**src/logic/cmi_pkg.sv**
```systemverilog
// shared constants and state types for the coded-mark-inversion coder/decoder
package cmi_pkg;

  // ==========================================================
  // line symbol pairs, first symbol in bit 1
  localparam logic [1:0] SYM_ZERO    = 2'h1;
  localparam logic [1:0] SYM_ONE_LOW = 2'h0;
  localparam logic [1:0] SYM_ONE_HIGH = 2'h3;

  // ==========================================================
  // latencies in enable cycles of the 2x clock
  localparam int CODER_LAT    = 3;
  localparam int DECODER_LAT  = 4;
  localparam int LOOP_LAT     = 5;

  // ==========================================================
  // buffer geometry and reset values
  localparam int   FIFO_DEPTH   = 2;
  localparam int   FIFO_AW      = 1;
  localparam logic RST_BIT      = 1'b0;
  localparam logic RST_ALT      = 1'b0;
  localparam logic RST_PHASE    = 1'b0;

  typedef struct packed {
    logic [FIFO_DEPTH-1:0] mem;
    logic [FIFO_AW-1:0]    wr;
    logic [FIFO_AW-1:0]    rd;
    logic [FIFO_AW:0]      cnt;
    logic                  full;
  } cmi_fifo_st_t;

  typedef struct packed {
    logic cap;
    logic prev;
    logic ph;
    logic bit_q;
    logic bv;
    logic d3;
  } cmi_dec_st_t;

  typedef struct packed {
    logic [1:0] binary_loopback_select_sync;
    logic [1:0] coded_loopback_select_sync;
    logic       c_ph;
    logic       in_bit;
    logic       in_stb;
    logic [2:0] lb;
    logic [1:0] pair;
    logic       pair_v;
    logic [1:0] sh;
    logic       sel;
    logic       alt;
    logic       sym;
    logic       decoded_binary_out;
    logic       dclk;
  } cmi_top_st_t;

endpackage

```
**src/logic/cmi_if.sv**
```systemverilog
// carriers between the top and its buffer and decoder
`timescale 1ns/10ps
`default_nettype none

interface cmi_bit_if;
  logic data;
  logic valid;
  logic ready;
  modport src (output data, output valid, input ready);
  modport snk (input data, input valid, output ready);
endinterface

interface cmi_dec_if;
  logic bit_q;
  logic stb;
  logic late_bit;
  logic half_clk;
  modport prod (output bit_q, output stb, output late_bit, output half_clk);
  modport cons (input bit_q, input stb, input late_bit, input half_clk);
endinterface

`default_nettype wire

```
**src/logic/cmi_fifo2.sv**
```systemverilog
// two-entry buffer for binary input bits
`timescale 1ns/10ps
`default_nettype none

module cmi_fifo2 (
  // clock and reset
  input  wire logic i_ref_clk,
  input  wire logic i_rst_n,
  // filling side
  input  wire logic i_data,
  input  wire logic i_valid,
  output logic      o_ready,
  // draining side
  cmi_bit_if.src    drain
);

  cmi_pkg::cmi_fifo_st_t s_ff;
  cmi_pkg::cmi_fifo_st_t nxt_s;
  logic                  push;
  logic                  pop;

  always_comb begin
    nxt_s = s_ff;
    push  = i_valid && !s_ff.full;
    pop   = drain.ready && (s_ff.cnt != '0);
    if (push) begin
      nxt_s.mem[s_ff.wr] = i_data;
      nxt_s.wr = s_ff.wr + 1'b1;
    end
    if (pop) begin
      nxt_s.rd = s_ff.rd + 1'b1;
    end
    nxt_s.cnt  = s_ff.cnt + {1'b0, push} - {1'b0, pop};
    nxt_s.full = (nxt_s.cnt == 2'(cmi_pkg::FIFO_DEPTH));
  end

  always_ff @(posedge i_ref_clk) begin
    if (!i_rst_n) begin
      s_ff <= '0;
    end else begin
      s_ff <= nxt_s;
    end
  end

  assign o_ready     = !s_ff.full;
  assign drain.valid = (s_ff.cnt != '0);
  assign drain.data  = s_ff.mem[s_ff.rd];

  // ==========================================================
  // checks
  property p_fifo_no_overflow;
    @(posedge i_ref_clk) disable iff (!i_rst_n)
      s_ff.full |-> (s_ff.cnt == 2'(cmi_pkg::FIFO_DEPTH)) && !o_ready;
  endproperty
  a_fifo_no_overflow: assert property (p_fifo_no_overflow) else $error("buffer full flag wrong");

endmodule

`default_nettype wire

```
**src/logic/cmi_decoder.sv**
```systemverilog
// coded line decoder with pair alignment
`timescale 1ns/10ps
`default_nettype none

module cmi_decoder (
  // clock and reset
  input  wire logic i_ref_clk,
  input  wire logic i_rst_n,
  // line side
  input  wire logic i_dce,
  input  wire logic i_coded_line_in,
  // decoded stream
  cmi_dec_if.prod   dec
);

  cmi_pkg::cmi_dec_st_t s_ff;
  cmi_pkg::cmi_dec_st_t nxt_s;
  logic                 bad_pair;

  always_comb begin
    nxt_s    = s_ff;
    bad_pair = s_ff.prev && !s_ff.cap;
    if (i_dce) begin
      nxt_s.prev = s_ff.cap;
      nxt_s.cap  = i_coded_line_in;
      nxt_s.bv   = 1'b0;
      nxt_s.d3   = s_ff.bit_q;
      if (s_ff.ph) begin
        nxt_s.bit_q = (s_ff.prev == s_ff.cap); // RULE_18
        nxt_s.bv    = !bad_pair; // RULE_18
      end
      // a high-low pair cannot start a bit: slip one symbol, no strobe
      // so a re-coder downstream never sees two strobes back to back
      nxt_s.ph = (s_ff.ph && bad_pair) ? 1'b1 : !s_ff.ph; // RULE_18
    end
  end

  always_ff @(posedge i_ref_clk) begin
    if (!i_rst_n) begin
      s_ff <= '0; // RULE_19
    end else begin
      s_ff <= nxt_s;
    end
  end

  assign dec.bit_q    = s_ff.bit_q;
  assign dec.stb      = s_ff.bv;
  assign dec.late_bit = s_ff.d3;
  assign dec.half_clk = s_ff.ph;

  // ==========================================================
  // checks
  property p_dec_value;
    @(posedge i_ref_clk) disable iff (!i_rst_n)
      (i_dce && s_ff.ph) |=> (s_ff.bit_q == ($past(s_ff.prev) == $past(s_ff.cap)));
  endproperty
  a_dec_value: assert property (p_dec_value) else $error("decoded bit wrong"); // RULE_18

  property p_dec_slip;
    @(posedge i_ref_clk) disable iff (!i_rst_n)
      (i_dce && s_ff.ph && s_ff.prev && !s_ff.cap) |=> !s_ff.bv && s_ff.ph;
  endproperty
  a_dec_slip: assert property (p_dec_slip) else $error("decoder did not slip on high-low pair"); // RULE_18

  property p_dec_stage;
    @(posedge i_ref_clk) disable iff (!i_rst_n)
      i_dce |=> (s_ff.d3 == $past(s_ff.bit_q));
  endproperty
  a_dec_stage: assert property (p_dec_stage) else $error("decoder delay stage wrong"); // RULE_09

endmodule

`default_nettype wire

```
**src/logic/cmi_codec.sv**
```systemverilog
// top: coder, loopback routing and alarm pattern
// How it works
// [RULE_01] each binary bit becomes two consecutive line symbols
// [RULE_02] a zero is sent as low then high
// [RULE_03] ones alternate between both-low and both-high, zeros in between ignored
// [RULE_04] each line symbol lasts one coder clock enable period
// [RULE_05] system supplies coder clock at twice the data rate
// [RULE_06] coder clock is halved and driven out as bit-rate clock
// [RULE_07] coded output follows the binary bit by three coder clocks
// [RULE_08] recovered decoder clock runs at the coded line rate
// [RULE_09] decoded bit appears four decoder clocks after capture
// [RULE_10] two select inputs steer routing between coder and decoder
// [RULE_11] binary loopback routes binary input and halved coder clock to decoder outputs
// [RULE_12] binary loopback latency is three coder clocks
// [RULE_13] binary loopback sends the alarm pattern on the line
// [RULE_14] alarm pattern is alternating ones, read as constant high
// [RULE_15] coded loopback decodes line input and re-encodes it to line output
// [RULE_16] coded loopback latency is five decoder clocks
// [RULE_17] system should assert reset during power-up
// [RULE_18] decoder outputs zero for split pairs, one for equal pairs, aligned
// [RULE_19] reset clears pipelines, dividers and the ones alternation
`timescale 1ns/10ps
`default_nettype none

module cmi_codec (
  // clock and reset
  input  wire logic i_ref_clk,
  input  wire logic i_rst_n,
  // coder side
  input  wire logic i_coder_clock_in,
  input  wire logic i_binary_data_in,
  input  wire logic i_binary_valid,
  output logic      o_binary_ready,
  output logic      o_coded_line_out,
  output logic      o_coder_clock_out,
  // decoder side
  input  wire logic i_decoder_clock_in,
  input  wire logic i_coded_line_in,
  output logic      o_decoded_binary_out,
  output logic      o_decoder_clock_out,
  // loopback control pins
  input  wire logic i_binary_loopback_select,
  input  wire logic i_coded_loopback_select
);

  cmi_pkg::cmi_top_st_t s_ff;
  cmi_pkg::cmi_top_st_t nxt_s;
  cmi_bit_if            bin_q ();
  cmi_dec_if            dec ();
  logic                 binary_loopback_select;
  logic                 coded_loopback_select;
  logic                 ce;
  logic                 src_stb;
  logic                 src_bit;
  logic                 bin_bit;
  logic                 fifo_ready_q;

  function automatic logic [1:0] encode(input logic b, input logic alt);
    if (!b) begin
      return cmi_pkg::SYM_ZERO;
    end
    return alt ? cmi_pkg::SYM_ONE_HIGH : cmi_pkg::SYM_ONE_LOW;
  endfunction

  // ==========================================================
  // input buffer and decoder
  cmi_fifo2 u_fifo (
    .i_ref_clk (i_ref_clk),
    .i_rst_n   (i_rst_n),
    .i_data    (i_binary_data_in),
    .i_valid   (i_binary_valid),
    .o_ready   (fifo_ready_q),
    .drain     (bin_q.src)
  );

  cmi_decoder u_dec (
    .i_ref_clk       (i_ref_clk),
    .i_rst_n         (i_rst_n),
    .i_dce           (i_decoder_clock_in),
    .i_coded_line_in (i_coded_line_in),
    .dec             (dec.prod)
  );

  // ==========================================================
  // routing and coder
  assign binary_loopback_select = s_ff.binary_loopback_select_sync[1];
  assign coded_loopback_select = s_ff.coded_loopback_select_sync[1];
  assign ce   = coded_loopback_select ? i_decoder_clock_in : i_coder_clock_in; // RULE_10 RULE_15
  assign bin_q.ready = i_coder_clock_in && !s_ff.c_ph && !coded_loopback_select;
  assign bin_bit = bin_q.valid ? bin_q.data : 1'b1;
  assign src_stb = coded_loopback_select ? dec.stb : s_ff.in_stb; // RULE_15
  assign src_bit = coded_loopback_select ? dec.bit_q : s_ff.in_bit;

  always_comb begin
    nxt_s = s_ff;
    nxt_s.binary_loopback_select_sync = {s_ff.binary_loopback_select_sync[0], i_binary_loopback_select};
    nxt_s.coded_loopback_select_sync = {s_ff.coded_loopback_select_sync[0], i_coded_loopback_select};
    if (i_coder_clock_in) begin
      nxt_s.c_ph = !s_ff.c_ph; // RULE_06
      nxt_s.lb   = {s_ff.lb[1:0], s_ff.lb[0]};
      if (!s_ff.c_ph) begin
        nxt_s.in_bit = binary_loopback_select ? 1'b1 : bin_bit; // RULE_13 RULE_14
        nxt_s.in_stb = 1'b1;
        nxt_s.lb[0]  = bin_bit; // RULE_11
      end else begin
        nxt_s.in_stb = 1'b0;
      end
    end
    if (ce) begin
      nxt_s.pair_v = 1'b0;
      if (src_stb) begin
        nxt_s.pair   = encode(src_bit, s_ff.alt); // RULE_01 RULE_02 RULE_03
        nxt_s.pair_v = 1'b1;
        if (src_bit) begin
          nxt_s.alt = !s_ff.alt; // RULE_03
        end
      end
      nxt_s.sym = s_ff.sel ? s_ff.sh[1] : s_ff.sh[0]; // RULE_04 RULE_07 RULE_16
      nxt_s.sel = 1'b0;
      if (s_ff.pair_v) begin
        nxt_s.sh  = s_ff.pair;
        nxt_s.sel = 1'b1;
      end
    end
    if (binary_loopback_select) begin
      if (i_coder_clock_in) begin
        nxt_s.decoded_binary_out = s_ff.lb[2]; // RULE_11 RULE_12
      end
    end else if (i_decoder_clock_in) begin
      nxt_s.decoded_binary_out = dec.late_bit; // RULE_09
    end
    nxt_s.dclk = binary_loopback_select ? s_ff.c_ph : dec.half_clk; // RULE_11
  end

  always_ff @(posedge i_ref_clk) begin
    if (!i_rst_n) begin
      s_ff        <= '0; // RULE_19
      s_ff.alt    <= cmi_pkg::RST_ALT;
      s_ff.c_ph   <= cmi_pkg::RST_PHASE;
      s_ff.in_bit <= cmi_pkg::RST_BIT;
    end else begin
      s_ff <= nxt_s;
    end
  end

  // ==========================================================
  // outputs
  assign o_binary_ready       = fifo_ready_q;
  assign o_coded_line_out     = s_ff.sym;
  assign o_coder_clock_out    = s_ff.c_ph;
  assign o_decoded_binary_out = s_ff.decoded_binary_out;
  assign o_decoder_clock_out  = s_ff.dclk;

  // ==========================================================
  // checks
  property p_zero_pair;
    @(posedge i_ref_clk) disable iff (!i_rst_n)
      (ce && src_stb && !src_bit) |=> (s_ff.pair == cmi_pkg::SYM_ZERO) && s_ff.pair_v;
  endproperty
  a_zero_pair: assert property (p_zero_pair) else $error("zero not coded low-high"); // RULE_02

  property p_one_alt;
    @(posedge i_ref_clk) disable iff (!i_rst_n)
      (ce && src_stb && src_bit) |=> (s_ff.pair == {2{$past(s_ff.alt)}}) && (s_ff.alt != $past(s_ff.alt));
  endproperty
  a_one_alt: assert property (p_one_alt) else $error("ones do not alternate"); // RULE_03

  property p_zero_keeps_alt;
    @(posedge i_ref_clk) disable iff (!i_rst_n)
      (ce && src_stb && !src_bit) |=> $stable(s_ff.alt);
  endproperty
  a_zero_keeps_alt: assert property (p_zero_keeps_alt) else $error("zero disturbed alternation"); // RULE_03

  property p_sym_order;
    @(posedge i_ref_clk) disable iff (!i_rst_n)
      (ce && s_ff.sel) |=> (o_coded_line_out == $past(s_ff.sh[1])) && !s_ff.sel;
  endproperty
  a_sym_order: assert property (p_sym_order) else $error("first symbol of pair not sent first"); // RULE_04

  property p_clk_half;
    @(posedge i_ref_clk) disable iff (!i_rst_n)
      i_coder_clock_in |=> (o_coder_clock_out != $past(o_coder_clock_out));
  endproperty
  a_clk_half: assert property (p_clk_half) else $error("coder clock out not halved"); // RULE_06

  property p_ais;
    @(posedge i_ref_clk) disable iff (!i_rst_n)
      (binary_loopback_select && i_coder_clock_in && !s_ff.c_ph) |=> s_ff.in_bit && s_ff.in_stb;
  endproperty
  a_ais: assert property (p_ais) else $error("alarm pattern not sent in binary loopback"); // RULE_13

  property p_lb_clk;
    @(posedge i_ref_clk) disable iff (!i_rst_n)
      binary_loopback_select |=> (o_decoder_clock_out == $past(s_ff.c_ph));
  endproperty
  a_lb_clk: assert property (p_lb_clk) else $error("loopback clock not routed"); // RULE_11

  property p_lb_data;
    @(posedge i_ref_clk) disable iff (!i_rst_n)
      (binary_loopback_select && i_coder_clock_in) |=> (o_decoded_binary_out == $past(s_ff.lb[2]));
  endproperty
  a_lb_data: assert property (p_lb_data) else $error("loopback data not routed"); // RULE_12

  property p_dec_out;
    @(posedge i_ref_clk) disable iff (!i_rst_n)
      (!binary_loopback_select && i_decoder_clock_in) |=> (o_decoded_binary_out == $past(dec.late_bit));
  endproperty
  a_dec_out: assert property (p_dec_out) else $error("decoded output stage wrong"); // RULE_09

  property p_reset;
    @(posedge i_ref_clk)
      !i_rst_n |=> !o_coded_line_out && !o_coder_clock_out && !s_ff.alt && !o_decoded_binary_out;
  endproperty
  a_reset: assert property (p_reset) else $error("reset state wrong"); // RULE_19

endmodule

`default_nettype wire

```
**config.mk**
```make
export PLATFORM = sky130hd
export DESIGN_NAME = cmi_codec
export DESIGN_NICKNAME = d
export VERILOG_FILES = /design/src/logic/cmi_pkg.sv /design/src/logic/cmi_if.sv /design/src/logic/cmi_fifo2.sv /design/src/logic/cmi_decoder.sv /design/src/logic/cmi_codec.sv
export SDC_FILE = /design/constraint.sdc
export NUM_CORES = 1
export LEC_CHECK = 0
export BUFFER_PORTS_ARGS = -buffer_cell sky130_fd_sc_hd__buf_2
export CAP_MARGIN = 20
export CELL_PAD_IN_SITES_DETAIL_PLACEMENT = 1
export CELL_PAD_IN_SITES_GLOBAL_PLACEMENT = 2
export CORE_AREA = 2 2 62 64
export CTS_CLUSTER_SIZE = 12
export DETAILED_ROUTE_END_ITERATION = 16
export DIE_AREA = 0 0 64 66
export PLACE_DENSITY_LB_ADDON = 0.1
export SKIP_LAST_GASP = 1
export SLEW_MARGIN = 20
export SYNTH_ARGS = -nofsm -noshare
export SYNTH_HDL_FRONTEND = slang
export SYNTH_SLANG_ARGS = --single-unit
```
**constraint.sdc**
```tcl
create_clock -name i_ref_clk -period 5.3 [get_ports i_ref_clk]
set_clock_uncertainty 0.15 [all_clocks]
set_input_delay 1.59 -clock i_ref_clk [delete_from_list [all_inputs] [get_ports i_ref_clk]]
set_output_delay 1.59 -clock i_ref_clk [all_outputs]
set_load 0.005 [all_outputs]
```
=== Word-level counts from Yosys, hierarchy flattened ===
Index checks and enable logic that the tools add are counted.

* Flip-flop bits (word level): 33
* Logic and storage cells: 85
* Input bits: 9
* Output and inout bits: 5

* $lt $le $gt $ge: 3
* Mux-type cells: 26
* Reduce and logical (&&, ||, !) cells: 22
* Add/sub/neg operators: 4
* Bitwise logic cells: 1
* Equal/unequal tests: 3

{| class="wikitable"
|+ Operators by type and width
! kind !! number
|-
| 2-to-1 mux 1 bit || 21
|-
| AND reduction 2 bit || 5
|-
| logical AND 1 bit || 7
|-
| logical NOT 1 bit || 7
|-
| 2-to-1 mux 2 bit || 3
|-
| less-than comparator 1 x 2 -> 1 bit, second input constant || 2
|-
| nonzero test 2 bit || 2
|-
| AND reduction 3 bit || 1
|-
| adder 1 bit, second input constant || 2
|-
| adder 2 x 1 -> 2 bit || 1
|-
| bitwise mux 2 bit || 1
|-
| == test 2 bit, second input constant || 1
|-
| inequality test 2 bit, second input constant || 1
|-
| subtractor 2 x 1 -> 2 bit || 1
|-
| demux 1 bit (select 1 bit) || 1
|-
| == test 1 bit || 1
|-
| greater-or-equal comparator 1 bit, second input constant || 1
|-
| inverter 1 bit || 1
|}

=== Longest topological paths before layout ===
* Word-level depth: 6
* Mapped depth: 9
* Depth with buffers taken out: 8

=== By module ===
Synthesis repeated with hierarchy kept, for this count alone.

* Cells, all modules: 126
* Area, all modules: 1341.3 µm²

{| class="wikitable"
|+ Modules (own cells, without submodules)
! module !! area each (µm²) !! cells an instance !! instances !! seq. area each (µm²)
|-
| cmi_codec || 773.2 || 72 || 1 || 380.4
|-
| cmi_fifo2 || 316.6 || 30 || 1 || 140.1
|-
| cmi_decoder || 251.5 || 24 || 1 || 120.1
|}

=== Worst setup path after synthesis ===
Ideal clock, no wire load.

* Path kind: in2reg
* Start: input port i_coder_clock_in
* End: register u_fifo.s_ff[0] (netlist name)
* Slack: 2.181 ns
* Path buffers: 1
* Arrival: 2.853 ns
* Library setup time: 0.116 ns
* Stages on the path: 9
* Data required time: 5.034 ns
* Cells stage by stage: buf_6 -> nand2b_4 -> nor3_1 -> ha_1 -> inv_1 -> ha_1 -> xnor2_1 -> xnor2_1 -> and3b_1

* Word-level cells in the longest chain between the ends: 5

{| class="wikitable"
|+ Ends and longest elaborated chain
! item !! line !! text
|-
| from (decl) || cmi_codec.sv:30 || <nowiki>input wire logic i_coder_clock_in,</nowiki>
|-
| logical AND 1 bit (2 in series) || cmi_codec.sv:89 || <nowiki>assign bin_q.ready = i_coder_clock_in && !s_ff.c_ph && !coded_loopback_select;</nowiki>
|-
| logical AND 1 bit || cmi_fifo2.sv:25 || <nowiki>pop = drain.ready && (s_ff.cnt != '0);</nowiki>
|-
| net u_fifo.pop || cmi_fifo2.sv:20 || <nowiki>logic pop;</nowiki>
|-
| subtractor 2 x 1 -> 2 bit || cmi_fifo2.sv:33 || <nowiki>nxt_s.cnt = s_ff.cnt + {1'b0, push} - {1'b0, pop};</nowiki>
|-
| == test 2 bit || cmi_fifo2.sv:34 || <nowiki>nxt_s.full = (nxt_s.cnt == 2'(cmi_pkg::FIFO_DEPTH));</nowiki>
|-
| to (signal assigned) || cmi_fifo2.sv:41 || <nowiki>s_ff <= nxt_s;</nowiki>
|-
| to (decl) || cmi_fifo2.sv:17 || <nowiki>cmi_pkg::cmi_fifo_st_t s_ff;</nowiki>
|}

The timed path passes the listed nets, and every way through them passes these cells.
A chain may end at the register's enable or synchronous reset.

=== Final worst setup path ===
Same ends and word-level chain as after synthesis.

==> flow_summary.toml <==
[clocking]
clkTransAtPathRegs_ns = 0.10
cts_setup_buffers = 0
cts-root-buf = "clkbuf_4"
htree_levels = 2
cts_buffers = 5
cts_tree = "yes"
cts_buffer_depth = 2
hold_buffers = 0
cts.sinks = 32
clk_latency_ns = 0.33
cts_resized = 0

[timing]
finalHoldViolations = 0
slew-limit-headroom = 0.651
period_needed_ns = 3.05
drv_slew = 0
tns_ns = 0
fmax_mhz = 328
tightest_slew_ns = 0.523
setup_violations = 0
layout_worst_path_cycle_share = 0.576
rsz0062_at_grt = "false"
finalWorstSetupSlack_ns = 2.25

[die]
die_w_microns = 64
boundaryPins = 14
core-area_sq_um = 3550
start_util = 0.374
dieHeight_microns = 66
rows = 22
dieArea_sq_um = 4220

[logic_synthesis]
seq_area_frac_synth = 0.482
yosysUniqueCellTypes = 30
syn-mean-instance-area_sq_um = 10.1
synth_seq_cells = 32
synth_nets = 144
syn_inst = 132
synth_warnings = 0
syn-cell-area_sq_um = 1330

[global_route]
grt_pass1_wl_microns = 4160
grt_pass1_vias = 948
grt_max_degree = 36
antenna_found_initial = 0
grt.total_usage = 0.131
grt-ovfl-total = 0

[worst_setup_path]
startpoint_type = "primary input"
cp_max_fo = 9
worstPathRequired_ns = 5.43
crit_arrival_ns = 3.18
end_kind = "flip-flop"
worstSetupPathType = "in -> reg"

[hold_path]
min_path_type = "reg -> reg"

[detailed_routing]
vias = 929
drtIter0Drc = 37
wire_per_inst_microns = 11.8
firstDrtPassIters = 4
drc = 0
wl_microns = 2320
via_per_inst = 4.74
ant_nets = 0

[layout]
nNetsFinal = 159
drive_gt1_frac = 0.162
final-instance-count-excl-fill = 196
syn2layout_area_growth_pct = 11.6
diodes = 0
fillers = 408

[pwr]
power.leakage_nw = 0.616
power_mw = 0.525
peakVddDrop_v = 0.000197
pwr_density_cell_nw_per_um2 = 354

[placement]
post-place-ws_ns = 1.88
place.gp.congestion = 0.726
placed_cells = 188
dp_hpwl_microns = 1650
portBuffers = 13

[status]
outcome = "finished, final reports clean"

[flow_run]
cap_violations = 0
[layout by cell type (no fill, tap or decap), drive strengths merged]
cell and n:
o21a 4, o221a 1, o21ai 5, nand2 12, xnor2 2, nand2b 6, nor3 1, nand3 2
nor2b 13, inv 5, a21boi 4, a311oi 1, a211oi 1, and3b 1, o22a 1, mux2i 14
nor3b 2, ha 3, mux2 2, and2 7, and3 1, buf 13, clkbuf 8, a21o 1
nor2 4, dfxtp 32, a21oi 2
[final cells by class]
class	instances	area, sq um	share of cell area
repair buffers	13	65.1	0.0439
multi-input cells	90	639	0.431
well taps	48	60.1	0.0405
clock buffers	8	58.8	0.0397
flip-flops and latches	32	641	0.432
inverters	5	18.8	0.0127
[layer usage]
layer | vias to the layer above | track usage | share of wire
li1 | 471 | - | -
met2 | 12 | 0.220 | 0.50
met4 | 0 | 0.0571 | 0.0095
met1 | 443 | 0.144 | 0.46
met3 | 3 | 0.0579 | 0.033
met5 | - | 0 | 0
[registers in the layout, indices dropped and copies added, names as in the netlist]
signal                  cells
u_dec.dec.stb               1
o_coded_line_out            1
o_coder_clock_out           1
binary_loopback_select      1
u_dec.s_ff                  2
o_decoded_binary_out        1
coded_loopback_select       1
s_ff                       11
o_decoder_clock_out         1
u_dec.dec.half_clk          1
u_dec.dec.bit_q             1
nxt_s                       2
u_fifo.s_ff                 7
u_dec.dec.late_bit          1
[path summary, 6_finish.rpt]
check,startpoint,end,slack [ns],cells after the start
worst min register to register,nxt_s[17]$_SDFF_PN0_,coded_loopback_select$_SDFF_PN0_,0.29,1
worst max-delay path,i_coder_clock_in,u_fifo.s_ff[0]$_SDFF_PN0_,2.25,9
worst max register to register,o_coder_clock_out$_SDFFE_PN0P_,u_fifo.s_ff[0]$_SDFF_PN0_,3.25,8
worst min-delay path,nxt_s[17]$_SDFF_PN0_,coded_loopback_select$_SDFF_PN0_,0.29,1
[synth_stat cells]
cell	n	area (sq um)
dfxtp_1	32	641
mux2i_1	14	140
nor2b_1	13	81.3
nand2_1	12	45.0
and2_1	7	43.8
inv_1	5	18.8
a21boi_0	4	30.0
nand2b_1	4	25.0
nor2_1	4	15.0
o21a_1	4	30.0
o21ai_0	4	20.0
clkbuf_1	3	11.3
ha_1	3	37.5
a21oi_1	2	10.0
mux2_2	2	22.5
nand2b_4	2	27.5
nand3_1	2	10.0
nor3b_1	2	15.0
xnor2_1	2	17.5
a211oi_1	1	7.51
a21o_1	1	7.51
a311oi_1	1	8.76
and3_1	1	6.26
and3b_1	1	8.76
buf_4	1	7.51
buf_6	1	11.3
nor3_1	1	5.00
o21ai_1	1	5.00
o221a_2	1	11.3
o22a_1	1	8.76
[per-stage QoR]
step	area (sq um)	hold WS, ns	utilization
2_1_floorplan	1330	0.262	-
3_3_place_gp	1420	0.266	0.401
3_5_place_dp	1420	0.275	0.401
4_1_cts	1480	0.297	0.418
5_1_grt	1480	0.316	0.418
6_report	1480	0.289	0.418
[logic make-up after synthesis]
| logic type | Yosys count | synth area share |
|---|---|---|
| simple gates | 49 | 0.213 |
| buf+inv | 10 | 0.0367 |
| xor+xnor | 2 | 0.0132 |
| mux | 16 | 0.122 |
| flops | 32 | 0.482 |
| compound gates | 20 | 0.105 |
| fa+ha+maj | 3 | 0.0283 |
[power by group]
group	switching, mW	internal [mW]	leakage [nW]
sequential	0.0164	0.265	0.262
combinational	0.0485	0.0508	0.321
clock	0.0789	0.0654	0.0326
total	0.144	0.381	0.616
[critical path, cell delays in order]
cell and delay (ns):
buf_2 0.19, nand2b_4 0.07, nor3_1 0.32, ha_1 0.29, inv_1 0.05, ha_1 0.15, xnor2_1 0.15, xnor2_1 0.18
and3b_1 0.17
(Power assumes the default switching activity.)
